**config.mk**
```make
export PLATFORM = sky130hd
export DESIGN_NAME = smcsc_top
export DESIGN_NICKNAME = d
export VERILOG_FILES = /design/src/logic/smcsc_pkg.sv /design/src/logic/smcsc_top.sv
export VERILOG_INCLUDE_DIRS = /design/src /design/src/logic
export SDC_FILE = /design/constraint.sdc
export NUM_CORES = 1
export LEC_CHECK = 0
export BUFFER_PORTS_ARGS = -buffer_cell sky130_fd_sc_hd__buf_2
export CAP_MARGIN = 30
export CORE_AREA = 3 3 307 309
export DETAILED_ROUTE_END_ITERATION = 6
export DIE_AREA = 0 0 310 312
export PLACE_DENSITY = 0.3
export SYNTH_ARGS = -nofsm -noshare
export SYNTH_HDL_FRONTEND = slang
export SYNTH_SLANG_ARGS = --single-unit
export TNS_END_PERCENT = 10
```
**constraint.sdc**
```tcl
create_clock -name clk_sys_i -period 4.28 [get_ports clk_sys_i]
set_input_delay 0.642 -clock clk_sys_i [delete_from_list [all_inputs] [get_ports clk_sys_i]]
set_output_delay 0.642 -clock clk_sys_i [all_outputs]
set_load 0.02 [all_outputs]
```
**src/logic/smcsc_defs.svh**
```systemverilog
/*
  timing counts, field positions and reset values of the static memory
  chip-select controller. assumes inclusion by logic/smcsc_pkg.sv and the top.
*/
`ifndef SMCSC_DEFS_SVH
`define SMCSC_DEFS_SVH
`define SMCSC_NUM_AREAS 8
`define SMCSC_ADDR_W 32
`define SMCSC_EXT_ADDR_W 26
`define SMCSC_MIN_AREA_BITS 13
`define SMCSC_MAX_AREA_BITS 28
`define SMCSC_WAIT_W 4
`define SMCSC_BEAT_W 2
`define SMCSC_WAIT_PIPE 2
`define SMCSC_BACK_ADVICE 3
`define SMCSC_WIDTH_LSB 0
`define SMCSC_XCVR_LSB 2
`define SMCSC_BACK_LSB 4
`define SMCSC_CTRL_W 8
`define SMCSC_CTRL_RST 8'h00
`endif

```
**src/logic/smcsc_pkg.sv**
```systemverilog
/*
  types of the static memory chip-select controller: port widths,
  transceiver styles and sequencer states. assumes smcsc_defs.svh.
*/
`include "smcsc_defs.svh"
package smcsc_pkg;
  typedef enum logic [1:0] {SMCSC_W8, SMCSC_W16, SMCSC_W32, SMCSC_WIL} smcsc_width_t;
  typedef enum logic [1:0] {SMCSC_X_DIRECT, SMCSC_X_MUX, SMCSC_X_UNI, SMCSC_X_REG} smcsc_xcvr_t;
  typedef enum {SMCSC_IDLE, SMCSC_FIRST, SMCSC_NEXT, SMCSC_DONE} smcsc_state_t;
endpackage

```
**src/logic/smcsc_top.sv**
```systemverilog
/*
  static memory chip-select controller: area decode, lane steering,
  wait-state sequencing and strobe generation for non-dram memories.
  assumes a cpu/dma requester on clk_sys_i holding its request stable
  until the last acknowledge; wait pin is asynchronous.
*/
// Contract
// - 16-bit area: be upper half, le lower
// - 8-bit area: be top byte, le low
// - reverse-endian bit never changes lanes
// - external wait inserts states, delays start
// - all spaces but dram are served
// - eight areas, own active-low select each
// - area size 8 KB to 256 MB
// - address compared with base and mask
// - single and burst reads and writes
// - control picks 8/16/32 or interleaved
// - interleave only on fixed even/odd pairs
// - per-area transceiver strobe style selectable
// - interleaved boot area defaults to mux
// - first-word and between-word waits timed separately
// - generates read capture and acknowledge strobes
// - single reads, all writes: ack at end
// - burst read ack at programmed beat
// - wait acts two clocks after assertion
// - wait after a word delays next word
// - select asserts at start, drops at end
// - interleaved: both on read, one on write
`timescale 1ns/1ps
`default_nettype none
`include "smcsc_defs.svh"
module smcsc_top
  import smcsc_pkg::*;
#(
  parameter int NUM_AREAS = `SMCSC_NUM_AREAS,
  parameter int WAIT_W = `SMCSC_WAIT_W,
  parameter int BEAT_W = `SMCSC_BEAT_W
)(
  input wire logic clk_sys_i, // 250 MHz system clock
  input wire logic rst_i, // async reset, active high
  input wire logic big_endian_i, // system endianness strap level
  input wire logic reverse_endian_i, // user reverse-endian bit, ignored
  input wire logic boot_interleaved_i, // boot area 0/1 interleaved
  input wire logic dram_space_i, // request belongs to dram controller
  input wire logic req_i, // cpu_bus_interface or dma request
  input wire logic req_write_i, // 1 write, 0 read
  input wire logic [BEAT_W-1:0] req_beats_i, // burst length minus one
  input wire logic [`SMCSC_ADDR_W-1:0] req_addr_i, // transaction address
  input wire logic [31:0] wdata_i, // write word, cpu lanes
  input wire logic [NUM_AREAS*`SMCSC_ADDR_W-1:0] area_base_i, // per-area base
  input wire logic [NUM_AREAS*`SMCSC_ADDR_W-1:0] area_mask_i, // per-area size mask
  input wire logic [NUM_AREAS*`SMCSC_CTRL_W-1:0] area_ctrl_i, // width, xcvr, burst ack
  input wire logic [NUM_AREAS*WAIT_W-1:0] area_first_wait_i, // waits to first word
  input wire logic [NUM_AREAS*WAIT_W-1:0] area_next_wait_i, // waits between words
  input wire logic external_wait_n_i, // active-low wait pin
  output logic [NUM_AREAS-1:0] area_chip_select_n_o, // active-low selects
  output logic [`SMCSC_EXT_ADDR_W-1:0] mem_addr_o, // external address
  output logic [31:0] system_data_bus_o, // steered write data
  output logic system_data_oe_o, // data bus drive enable
  output logic read_enable_even_n_o, // even bank read strobe
  output logic read_enable_odd_n_o, // odd bank read strobe
  output logic read_capture_enable_n_o, // internal read capture strobe
  output logic transfer_acknowledge_n_o, // internal acknowledge
  output logic [NUM_AREAS-1:0] area_match_o // decode result, for visibility
);
  // refused at elaboration: area index and selects are sized for eight areas
  if (NUM_AREAS < 2 || NUM_AREAS > 8 || NUM_AREAS % 2 != 0)
  begin : g_bad_areas
    $error("NUM_AREAS must be an even count from 2 to 8");
  end
  if (WAIT_W < 1 || BEAT_W < 1 || BEAT_W > `SMCSC_CTRL_W - `SMCSC_BACK_LSB)
  begin : g_bad_widths
    $error("WAIT_W and BEAT_W out of range");
  end

  localparam int AW = `SMCSC_ADDR_W;
  localparam int CW = `SMCSC_CTRL_W;

  logic wait_m_q, wait_s_q, wait_m_d, wait_s_d;
  smcsc_state_t state_q, state_d;
  logic [NUM_AREAS-1:0] cs_n_q, cs_n_d, match;
  logic [2:0] area_q, area_d, hit_idx;
  logic hit;
  logic [WAIT_W-1:0] cnt_q, cnt_d;
  logic [BEAT_W-1:0] beat_q, beat_d, beats_q, beats_d;
  logic wr_q, wr_d, phase_q, phase_d;
  logic [AW-1:0] addr_q, addr_d;
  logic [25:0] ma_q, ma_d;
  logic [31:0] dat_q, dat_d;
  logic oe_q, oe_d, re_even_q, re_even_d, re_odd_q, re_odd_d;
  logic rce_q, rce_d, ack_q, ack_d;
  logic [CW-1:0] ctrl;
  smcsc_width_t width;
  smcsc_xcvr_t xcvr;
  logic [BEAT_W-1:0] back_pos;
  logic [WAIT_W-1:0] w_first, w_next;
  logic word_done, last;

  // wait pin is asynchronous; second stage is also the pipeline delay
  always_comb
  begin
    wait_m_d = external_wait_n_i;
    wait_s_d = wait_m_q;
  end

  // decode: base/mask compare, lowest area wins, dram space excluded
  always_comb
  begin
    hit = 1'b0;
    hit_idx = 3'h0;
    for (int i = 0; i < NUM_AREAS; i++)
    begin
      match[i] = ((req_addr_i ^ area_base_i[i*AW +: AW]) & area_mask_i[i*AW +: AW])
                 == {AW{1'b0}} && !dram_space_i;
    end
    for (int i = NUM_AREAS - 1; i >= 0; i--)
    begin
      if (match[i])
      begin
        hit = 1'b1;
        hit_idx = 3'(i);
      end
    end
  end

  // per-area fields of the active area
  always_comb
  begin
    ctrl = area_ctrl_i[area_q*CW +: CW];
    width = smcsc_width_t'(ctrl[`SMCSC_WIDTH_LSB +: 2]);
    xcvr = smcsc_xcvr_t'(ctrl[`SMCSC_XCVR_LSB +: 2]);
    if (area_q[2:1] == 2'b00 && boot_interleaved_i)
    begin
      width = SMCSC_WIL;
      xcvr = SMCSC_X_MUX;
    end
    back_pos = ctrl[`SMCSC_BACK_LSB +: BEAT_W];
    w_first = area_first_wait_i[area_q*WAIT_W +: WAIT_W];
    w_next = area_next_wait_i[area_q*WAIT_W +: WAIT_W];
  end

  // a word completes when its wait count is spent and the pin allows
  assign word_done = (cnt_q == {WAIT_W{1'b0}}) && wait_s_q;
  assign last = (beat_q == beats_q);

  always_comb
  begin
    state_d = state_q;
    cs_n_d = cs_n_q;
    area_d = area_q;
    cnt_d = cnt_q;
    beat_d = beat_q;
    beats_d = beats_q;
    wr_d = wr_q;
    phase_d = phase_q;
    addr_d = addr_q;
    ma_d = ma_q;
    dat_d = dat_q;
    oe_d = 1'b0;
    re_even_d = 1'b1;
    re_odd_d = 1'b1;
    rce_d = 1'b1;
    ack_d = 1'b1;
    case (state_q)
      SMCSC_IDLE:
      begin
        cs_n_d = {NUM_AREAS{1'b1}};
        if (req_i && hit && wait_s_q) // start held off by wait
        begin
          state_d = SMCSC_FIRST;
          area_d = hit_idx;
          wr_d = req_write_i;
          beats_d = req_beats_i;
          beat_d = {BEAT_W{1'b0}};
          addr_d = req_addr_i;
          cnt_d = area_first_wait_i[hit_idx*WAIT_W +: WAIT_W];
          phase_d = 1'b0;
        end
      end
      SMCSC_FIRST, SMCSC_NEXT:
      begin
        ma_d = addr_q[25:0];
        // interleaved: pair on reads, one bank per write word
        if (width == SMCSC_WIL && !wr_q)
          cs_n_d = ~(NUM_AREAS'(3) << {area_q[2:1], 1'b0});
        else if (width == SMCSC_WIL)
          cs_n_d = ~(NUM_AREAS'(1) << {area_q[2:1], phase_q});
        else
          cs_n_d = ~(NUM_AREAS'(1) << area_q);
        // lanes depend only on the strap, never on the reverse-endian bit
        case (width)
          SMCSC_W16: dat_d = big_endian_i ? {wdata_i[15:0], 16'h0000}
                                          : {16'h0000, wdata_i[15:0]};
          SMCSC_W8: dat_d = big_endian_i ? {wdata_i[7:0], 24'h000000}
                                         : {24'h000000, wdata_i[7:0]};
          default: dat_d = wdata_i;
        endcase
        oe_d = wr_q;
        if (!wr_q && width == SMCSC_WIL)
        begin
          // mux style keeps even enable on for both banks
          re_even_d = !(!phase_q || xcvr == SMCSC_X_MUX);
          re_odd_d = !(phase_q || xcvr != SMCSC_X_MUX);
        end
        else if (!wr_q)
        begin
          // a lone bank shares its enable with banks of the same parity
          re_even_d = area_q[0];
          re_odd_d = !area_q[0];
        end
        if (cnt_q != {WAIT_W{1'b0}})
          cnt_d = cnt_q - WAIT_W'(1);
        if (word_done)
        begin
          rce_d = wr_q;
          if (!wr_q && beats_q != {BEAT_W{1'b0}} && beat_q == back_pos)
            ack_d = 1'b0;
          if (last)
          begin
            state_d = SMCSC_DONE;
            if (wr_q || beats_q == {BEAT_W{1'b0}})
              ack_d = 1'b0;
          end
          else
          begin
            state_d = SMCSC_NEXT;
            beat_d = beat_q + BEAT_W'(1);
            cnt_d = w_next;
            addr_d = addr_q + AW'(4);
            phase_d = ~phase_q;
          end
        end
      end
      SMCSC_DONE:
      begin
        cs_n_d = {NUM_AREAS{1'b1}};
        state_d = SMCSC_IDLE;
      end
      default: state_d = SMCSC_IDLE;
    endcase
  end

  always_ff @(posedge clk_sys_i or posedge rst_i)
  begin
    if (rst_i)
    begin
      wait_m_q <= 1'b1;
      wait_s_q <= 1'b1;
      state_q <= SMCSC_IDLE;
      cs_n_q <= {NUM_AREAS{1'b1}};
      area_q <= 3'h0;
      cnt_q <= {WAIT_W{1'b0}};
      beat_q <= {BEAT_W{1'b0}};
      beats_q <= {BEAT_W{1'b0}};
      wr_q <= 1'b0;
      phase_q <= 1'b0;
      addr_q <= {AW{1'b0}};
      ma_q <= 26'h0000000;
      dat_q <= 32'h00000000;
      oe_q <= 1'b0;
      re_even_q <= 1'b1;
      re_odd_q <= 1'b1;
      rce_q <= 1'b1;
      ack_q <= 1'b1;
    end
    else
    begin
      wait_m_q <= wait_m_d;
      wait_s_q <= wait_s_d;
      state_q <= state_d;
      cs_n_q <= cs_n_d;
      area_q <= area_d;
      cnt_q <= cnt_d;
      beat_q <= beat_d;
      beats_q <= beats_d;
      wr_q <= wr_d;
      phase_q <= phase_d;
      addr_q <= addr_d;
      ma_q <= ma_d;
      dat_q <= dat_d;
      oe_q <= oe_d;
      re_even_q <= re_even_d;
      re_odd_q <= re_odd_d;
      rce_q <= rce_d;
      ack_q <= ack_d;
    end
  end

  logic [NUM_AREAS-1:0] match_q, match_d;
  always_comb
  begin
    match_d = match & {NUM_AREAS{req_i}};
  end

  always_ff @(posedge clk_sys_i or posedge rst_i)
  begin
    if (rst_i)
      match_q <= {NUM_AREAS{1'b0}};
    else
      match_q <= match_d;
  end

  assign area_chip_select_n_o = cs_n_q;
  assign mem_addr_o = ma_q;
  assign system_data_bus_o = dat_q;
  assign system_data_oe_o = oe_q;
  assign read_enable_even_n_o = re_even_q;
  assign read_enable_odd_n_o = re_odd_q;
  assign read_capture_enable_n_o = rce_q;
  assign transfer_acknowledge_n_o = ack_q;
  assign area_match_o = match_q;
endmodule // smcsc_top
`default_nettype wire

```
==> results of run 1 <==
per-stage QoR:
step           TNS [ns]  total power (W)  instance area [um^2]  utilization, %  hold WS, ns
2_1_floorplan         0         0.003747                 10220               -       0.3452
3_3_place_gp     -4.528         0.005301                 15890           17.33       0.3466
3_5_place_dp     -4.541         0.005308                 15890           17.33       0.3476
4_1_cts               0         0.006809                 16440           17.93       0.2276
5_1_grt               0         0.007159                 16470           17.96       0.2382
6_report              0         0.006652                 16500           18.00       0.2771
state kept, by name, indices dropped and copies added, names as in the netlist:
signal                    flops
system_data_bus_o            32
wr_q                          1
read_capture_enable_n_o       1
beat_q                        2
read_enable_even_n_o          1
wait_m_q                      1
phase_q                       1
area_match_o                  8
state_q                       2
beats_q                       2
area_chip_select_n_o          8
read_enable_odd_n_o           1
mem_addr_o                   26
wait_s_q                      1
transfer_acknowledge_n_o      1
addr_q                       26
area_q                        3
cnt_q                         4
system_data_oe_o              1
placed cells by master (no fill, tap or decap), types with 5 or more instances in the layout:
master | Yosys | final
buf_12 | 0 | 6
a21oi_1 | 40 | 40
buf_2 | 14 | 776
a22o_1 | 21 | 21
a221oi_1 | 22 | 22
nand4_1 | 32 | 32
and3_1 | 10 | 10
buf_4 | 9 | 82
mux2_2 | 32 | 32
xor2_1 | 258 | 258
mux4_2 | 16 | 16
o22ai_1 | 22 | 22
o21ai_1 | 7 | 7
nor2_1 | 71 | 71
a22oi_1 | 106 | 106
clkbuf_16 | 0 | 17
nor3_1 | 9 | 9
a222oi_1 | 8 | 8
o21ai_0 | 31 | 31
inv_1 | 27 | 26
dfstp_2 | 14 | 14
dfrtp_1 | 108 | 108
mux2i_1 | 20 | 20
nand2_1 | 54 | 54
nand3_1 | 41 | 41
diode_2 | 0 | 24
o221ai_1 | 5 | 5
cells by family (layout without fill, tap and decap cells):
family	count (synthesis)	in the layout	share of synthesized area (%)
DFF	122	122	30.04
and+or+nand+nor	245	245	11.87
xor gates and xnor gates	260	260	22.28
muxes	68	68	9.009
adders and majority gates	4	4	0.4896
other	0	24	0
buffers and inverters	97	923	5.459
AOI/OAI and AO/OA	295	295	20.86
routing by layer:
| layer | vias to the layer above | wire length, um | track usage [%] |
|---|---|---|---|
| met3 | 147 | 5502 | 4.188 |
| met1 | 6226 | 37440 | 22.04 |
| li1 | 5696 | - | - |
| met5 | - | 80 | 0 |
| met2 | 541 | 48550 | 34.49 |
| met4 | 12 | 2963 | 5.321 |
worst min-delay path by stage:
stage,startpoint,end,slack [ns],cells past startpoint
floorplan,wait_m_q$_DFF_PP1_,wait_s_q$_DFF_PP1_,0.35,0
global placement,wait_m_q$_DFF_PP1_,wait_s_q$_DFF_PP1_,0.35,0
detailed placement,wait_m_q$_DFF_PP1_,wait_s_q$_DFF_PP1_,0.35,0
CTS,external_wait_n_i,wait_m_q$_DFF_PP1_,0.23,1
global route,external_wait_n_i,wait_m_q$_DFF_PP1_,0.24,1
finish,external_wait_n_i,wait_m_q$_DFF_PP1_,0.28,1
power by group through the flow:
| stage | Combinational, W | Sequential [W] | Clock [W] |
|---|---|---|---|
| floorplan | 0.00168 | 0.00207 | 0 |
| global route | 0.00372 | 0.00191 | 0.00153 |
| CTS | 0.00347 | 0.00185 | 0.00149 |
| global placement | 0.00344 | 0.00186 | 0 |
| detailed placement | 0.00344 | 0.00186 | 0 |
| finish | 0.00339 | 0.00185 | 0.00142 |
critical path, cell delays in order:
cell and delay (ns):
buf_2 0.44, xor2_1 0.16, a22oi_1 0.22, nand4_1 0.32, nor3_1 0.87, buf_4 0.24, and2_1 0.15, a31oi_1 0.08
o21a_1 0.23, o21ai_1 0.27, a21oi_1 0.11, a2111oi_0 0.40, buf_4 0.18, o32ai_1 0.06
area by class of cell:
type	instances	area, um^2
fillers	10510	75160
multi-input cells	872	6606
repair buffers	864	4619
flip-flops and latches	122	3070
well taps	1186	1484
clock buffers	19	432.9
clock inverters	12	118.9
inverters	28	107.6
diodes	24	60.06
==> results by group, run 1 <==
Synthesis
  • Leading area contributor after synthesis: dfrtp_1
  • Syn_nets: 1810
  • Register area share after synthesis: between 30% and 40%
  • Synth top area share: between 20% and 30%
  • Post-synth top cells: xor2_1 (258), dfrtp_1 (108), a22oi_1 (106), nor2_1 (71), nand2_1 (54)
  • Number of synthesized flops with an enable pin: 0
  • Flops & latches, synth: between 100 and 150
  • Ys flop type: dfrtp_1
  • Mapped cell area: roughly 10000 um^2
  • Cell with the most instances after synthesis: xor2_1
  • FFs w/ async S/R, synth: between 90% and 100%
  • Yosys cell types: between 60 and 70
  • Gate Count Post-Synth: ~1100
  • Top cells by area, synth: dfrtp_1 (26%), xor2_1 (22%), a22oi_1 (7.8%)
  • Synthesized area per cell: roughly 9.4 um^2
  • Synth Warn #: 0

Routing
  • Drt pass-1 iters: 5
  • Drt wl/cell: approximately 30 um
  • DR DRC count: 0
  • Post-DRT Antenna Nets: 0
  • Routed WL: about 95 mm
  • Via count: about 13000
  • Vias per std cell: between 4 and 5
  • Iter 0 DRT Violations: about 730

Die
  • Die height: 312 um
  • Die Span X: about 310 um
  • DIE AREA: between 90000 and 100000 um^2
  • Row count: between 100 and 150
  • Core box area: around 92000 um^2
  • I/O Pins: around 800
  • Starting Density: between 10% and 20%

Placed design
  • Placed Cells: ~3000
  • # port buffers: 776
  • HPWL Detailed: 82.40 mm
  • Final RePlAce weighted congestion: around 0.93
  • Setup WS pre-CTS: -0.2936 ns

STA
  • Final hold violations: 0
  • Slew HR: 36.84%
  • Setup-failing EPs final: 0
  • Clock Skew: around 0.012 ns
  • Max-slew violation count: 0
  • Crit path time final: about 4 ns
  • Setup WS post-layout: around 0.23 ns
  • Worst Tran Pin Value: roughly 0.94 ns
  • RSZ-0062 raised after global routing: no
  • Achievable Freq: between 200 and 250 MHz
  • Part of the cycle the worst path needs: 94.65%

Global route
  • Initial antenna violation count: 66
  • Global-route wire length before repair: about 120 mm
  • Global route overflow: 0
  • Vias in the first global route: about 13000
  • Largest net degree at the start of global routing: between 90 and 100
  • Tot GR Track Use: a little under a fifth

Setup path
  • Crit path to: cnt_q[2]$_DFFE_PP0P_
  • Setup CP Type: input pin to register
  • Worst r2r src: area_q[0]$_DFFE_PP0P_
  • Reg2reg path depth: 8
  • Worst EP required: 4.62 ns
  • Reg-to-reg endpoint: system_data_bus_o[17]$_DFFE_PP0N_
  • CP Launch Point: req_addr_i[15]
  • Crit path launch type: input pin
  • CP Data Arrival Time: ~4.4 ns
  • CP Max Fanout: 9
  • R2R Setup Slk: roughly 1.2 ns
  • Crit end category: register

Clocking
  • Cts hold-fix bufs: 0
  • Root buffer selected by CTS: clkbuf_16
  • Clk Latency, worst-skew pair: roughly 0.47 ns
  • # Post-CTS Setup Buffers: 0
  • Clk sink count: between 100 and 150
  • Clock-pin slew on the worst setup and hold paths: roughly 0.06 ns
  • PostCTS Resize Cnt: 0
  • TritonCTS buffer count: 17
  • CTS tree: built
  • H-tree levels: 4
  • CTS Buffer Depth: 2

Power and ir drop
  • P_leak: ~8.1 nW
  • PwrDens: around 400 nW/um^2
  • Sw Share: 44.28%
  • Clk pwr share: 21.3%
  • Peak VDD IR: between 0.6 and 0.7 mV
  • Net Sw Power: ~0.0029 W
  • Logic pwr share: 51.0%
  • P_int: ~0.0037 W
  • Sequential power share: 27.7%

Finish
  • Final nets: around 2600
  • Finished Layout Cells: about 3100
  • Area grow syn2layout: 61.41%
  • Layout cells sized above 1: between 50% and 60%

Min path
  • Hold crit path type: input pin to register

Run
  • Max-cap viol count: 0

Status
  • Status: finished, final reports clean
Power figures use the tool's default switching activity.
==> run 2, diff against run 1 <==
--- a/config.mk
+++ b/config.mk
@@ -8,9 +8,9 @@
 export LEC_CHECK = 0
 export BUFFER_PORTS_ARGS = -buffer_cell sky130_fd_sc_hd__buf_2
 export CAP_MARGIN = 30
-export CORE_AREA = 3 3 307 309
+export CORE_AREA = 3 3 305 307
 export DETAILED_ROUTE_END_ITERATION = 6
-export DIE_AREA = 0 0 310 312
+export DIE_AREA = 0 0 308 310
 export PLACE_DENSITY = 0.3
 export SYNTH_ARGS = -nofsm -noshare
 export SYNTH_HDL_FRONTEND = slang
==> constraint.sdc (replaced) <==
create_clock -name clk_sys_i -period 3.5 [get_ports clk_sys_i]
set_input_delay 0.525 -clock clk_sys_i [delete_from_list [all_inputs] [get_ports clk_sys_i]]
set_output_delay 0.525 -clock clk_sys_i [all_outputs]
set_load 0.02 [all_outputs]
==> results by group, run 2 (same netlist as run 1, synthesis figures left out) <==
Power and ir drop
  • PwrDens: 488.0 nW/um^2 (+21%)
  • Clk pwr share: 21.8% (+0.5 points)
  • Logic pwr share: 51.1% (about the same)
  • Sw Share: 43.44% (-0.84 points)
  • P_int: 0.004685 W (+26%)
  • Sequential power share: 27.1% (-0.6 points)
  • Peak VDD IR: 0.3652 mV (-42%)
  • Net Sw Power: 0.003597 W (+22%)
  • P_leak: 8.349 nW (+3.4%)

Routing
  • DR DRC count: 0 (unchanged)
  • Routed WL: 90.18 mm (-4.6%)
  • Drt pass-1 iters: 5 (unchanged)
  • Iter 0 DRT Violations: 755 (+4.1%)
  • Via count: 12630 (+0.071%)
  • Post-DRT Antenna Nets: 0 (unchanged)
  • Vias per std cell: 4.014 (-0.56%)
  • Drt wl/cell: 28.66 um (-5.2%)

Setup path
  • Crit end category: register
  • CP Launch Point: req_addr_i[28]
  • CP Data Arrival Time: 3.62 ns (-0.77 ns)
  • Max stage delay on crit path: 0.30 ns (-0.57 ns)
  • CP Max Fanout: 12 (+3)
  • CP cell instances: buf_2, buf_12, xor2_1, a22oi_1, nand4_1, buf_4, nor4_1, buf_4, nand2_1, and4_4, nand2_4, buf_12, mux2i_1, o21ai_0, a221oi_1, o31ai_1
  • Crit path launch type: input pin
  • CP Buf/Inv Count: 5 (+2)
  • Reg2reg path depth: 6 (-2)
  • Worst EP required: 3.84 ns (-0.78 ns)
  • Setup CP Type: input pin to register
  • R2R Setup Slk: 0.63 ns (-0.56 ns)
  • Slowest cell on crit path: a221oi_1
  • Top cell family by delay on the critical path: simple AND/OR/NAND/NOR gates
  • Worst r2r src: area_q[0]$_DFFE_PP0P_
  • Reg-to-reg endpoint: system_data_bus_o[30]$_DFFE_PP0N_

Finish
  • Area grow syn2layout: 66.03%
  • Final nets: 2665 (+1.6%)
  • Layout cells sized above 1: 52.42% (+1.4 points)
  • Most common cell after layout, fill and taps aside: buf_2
  • Design area: 16970 um^2 (+2.9%)
  • Most frequent cells in the layout: buf_2 (771), xor2_1 (258), buf_4 (117), dfrtp_1 (108), a22oi_1 (105)
  • Layout Utilization: 18.80% (+0.80 points)
  • Largest register FFs: 32 (unchanged)

Die
  • Die height: 310 um (-0.64%)
  • Die Span X: 308 um (-0.65%)
  • DIE AREA: 95480 um^2 (-1.3%)
  • I/O Pins: 794 (unchanged)
  • Row count: 110 (-0.90%)
  • Starting Density: 11.32% (+0.17 points)
  • Core box area: 90290 um^2 (-1.5%)

STA
  • Final hold slack: 0.1711 ns (-0.1060 ns)
  • Setup WS post-layout: 0.2248 ns (-0.004353 ns)
  • Crit path time final: between 3 and 4 ns
  • Part of the cycle the worst path needs: just over 90%
  • Setup-failing EPs final: 0 (unchanged)
  • Achievable Freq: a little over 300 MHz
  • Slew HR: 50.04% (+13 points)
  • Clock Skew: 0.01534 ns (+0.003430 ns)
  • RSZ-0062 raised after global routing: no
  • Max-slew violation count: 0 (unchanged)
  • Worst Tran Pin Value: 0.7494 ns (-0.1909 ns)
  • Final hold violations: 0 (unchanged)

Clocking
  • Clk sink count: 122 (unchanged)
  • TritonCTS buffer count: 17 (unchanged)
  • Root buffer selected by CTS: clkbuf_16
  • CTS tree: built
  • Clock-pin slew on the worst setup and hold paths: 0.06 ns (about the same)
  • CTS Buffer Depth: 2 (unchanged)
  • H-tree levels: 4 (unchanged)
  • Clk Latency, worst-skew pair: 0.47 ns (about the same)

Placed design
  • Dpl cell area: 16300 um^2 (+2.6%)
  • HPWL Detailed: 78.58 mm (-4.6%)
  • # port buffers: 776 (unchanged)
  • Final RePlAce weighted congestion: 0.9564 (+3.2%)
  • Setup WS pre-CTS: -1.006 ns (-0.7127 ns)

Min path
  • Hold depth: 1 (unchanged)
  • Hold crit path type: input pin to register
  • End point of the worst hold path: wait_m_q$_DFF_PP1_
  • Min-delay src: external_wait_n_i

Global route
  • Initial antenna violation count: 48 (-27%)
  • Global-route wire length before repair: 116.8 mm (-4.3%)
  • Vias in the first global route: 13590 (+1.3%)
  • Largest net degree at the start of global routing: 123 (+31%)
  • Tot GR Track Use: 18.07% (-0.87 points)
  • Global route overflow: 0 (unchanged)

Run
  • Max-cap viol count: 0 (unchanged)

Status
  • Status: finished, final reports clean
## run 2: cell count changes in the layout (fill, tap and decap cells not counted), sizes merged
cell | previous run | this run
buf | 864 | 903
clkinvlp | 3 | 5
clkinv | 5 | 7
bufinv | 1 | 2
inv | 31 | 28
diode | 24 | 12
clkbuf | 19 | 20
## run 2: through the flow
step	power [W]	TNS, ns	std cells
after detailed placement	0.006545	-27.99	3103
final	0.008282	0	3147
after global placement	0.006510	-27.56	3101
after global routing	0.008914	0	3143
after CTS	0.008449	0	3135
after floorplan	0.004582	0	1091
## run 2: layer usage
metal	vias to the layer above	routed length [um]	global-route usage (%)
li1	5758	-	-
met1	6216	37660	22.18
met2	542	45250	32.11
met3	111	4905	3.580
met4	4	2353	4.919
met5	-	19	0
## run 2: power groups by stage
stage	sequential (W)	clock, W	combinational (W)
floorplan	0.00253	0	0.00205
global placement	0.00226	0	0.00425
detailed placement	0.00227	0	0.00428
CTS	0.00225	0.00189	0.00431
global route	0.00232	0.00195	0.00465
finish	0.00224	0.00181	0.00423
## run 2: how the worst max path moves through the flow
stage	endpoint	slack, ns	cells past startpoint
2_1_floorplan	cnt_q[2]$_DFFE_PP0P_	0.69	11
6_report	cnt_q[3]$_DFFE_PP0P_	0.22	16
4_1_cts	addr_q[11]$_DFFE_PP0P_	0.09	17
3_3_place_gp	cnt_q[2]$_DFFE_PP0P_	-0.95	14
5_1_grt	cnt_q[2]$_DFFE_PP0P_	0.007	15
3_5_place_dp	cnt_q[2]$_DFFE_PP0P_	-1.01	14
## run 2: area by class of cell
type | count | area (um^2)
fill | 10280 | 73310
multi-input combinational | 872 | 6651
timing repair buffer | 905 | 5052
sequential | 122 | 3070
tap | 1176 | 1471
clock buffer | 18 | 439.2
clock inverter | 14 | 148.9
inverter | 28 | 108.9
antenna | 12 | 30.03
## run 2: what timing repair did
action | in CTS | in global routing
hold buffers | 0 | 0
gates resized for setup | 9 | 4
setup buffers | 0 | 0
pin swaps | 0 | 1
endpoints found under the setup margin | 36 | 7
## run 2: worst reg2reg max path: stages (launching register included)
cell and delay, ns:
dfrtp_1 0.62, mux4_2 0.58, o22ai_1 0.48, nor2_1 0.24, buf_4 0.24, a221oi_1 0.51
nor2_1 0.09
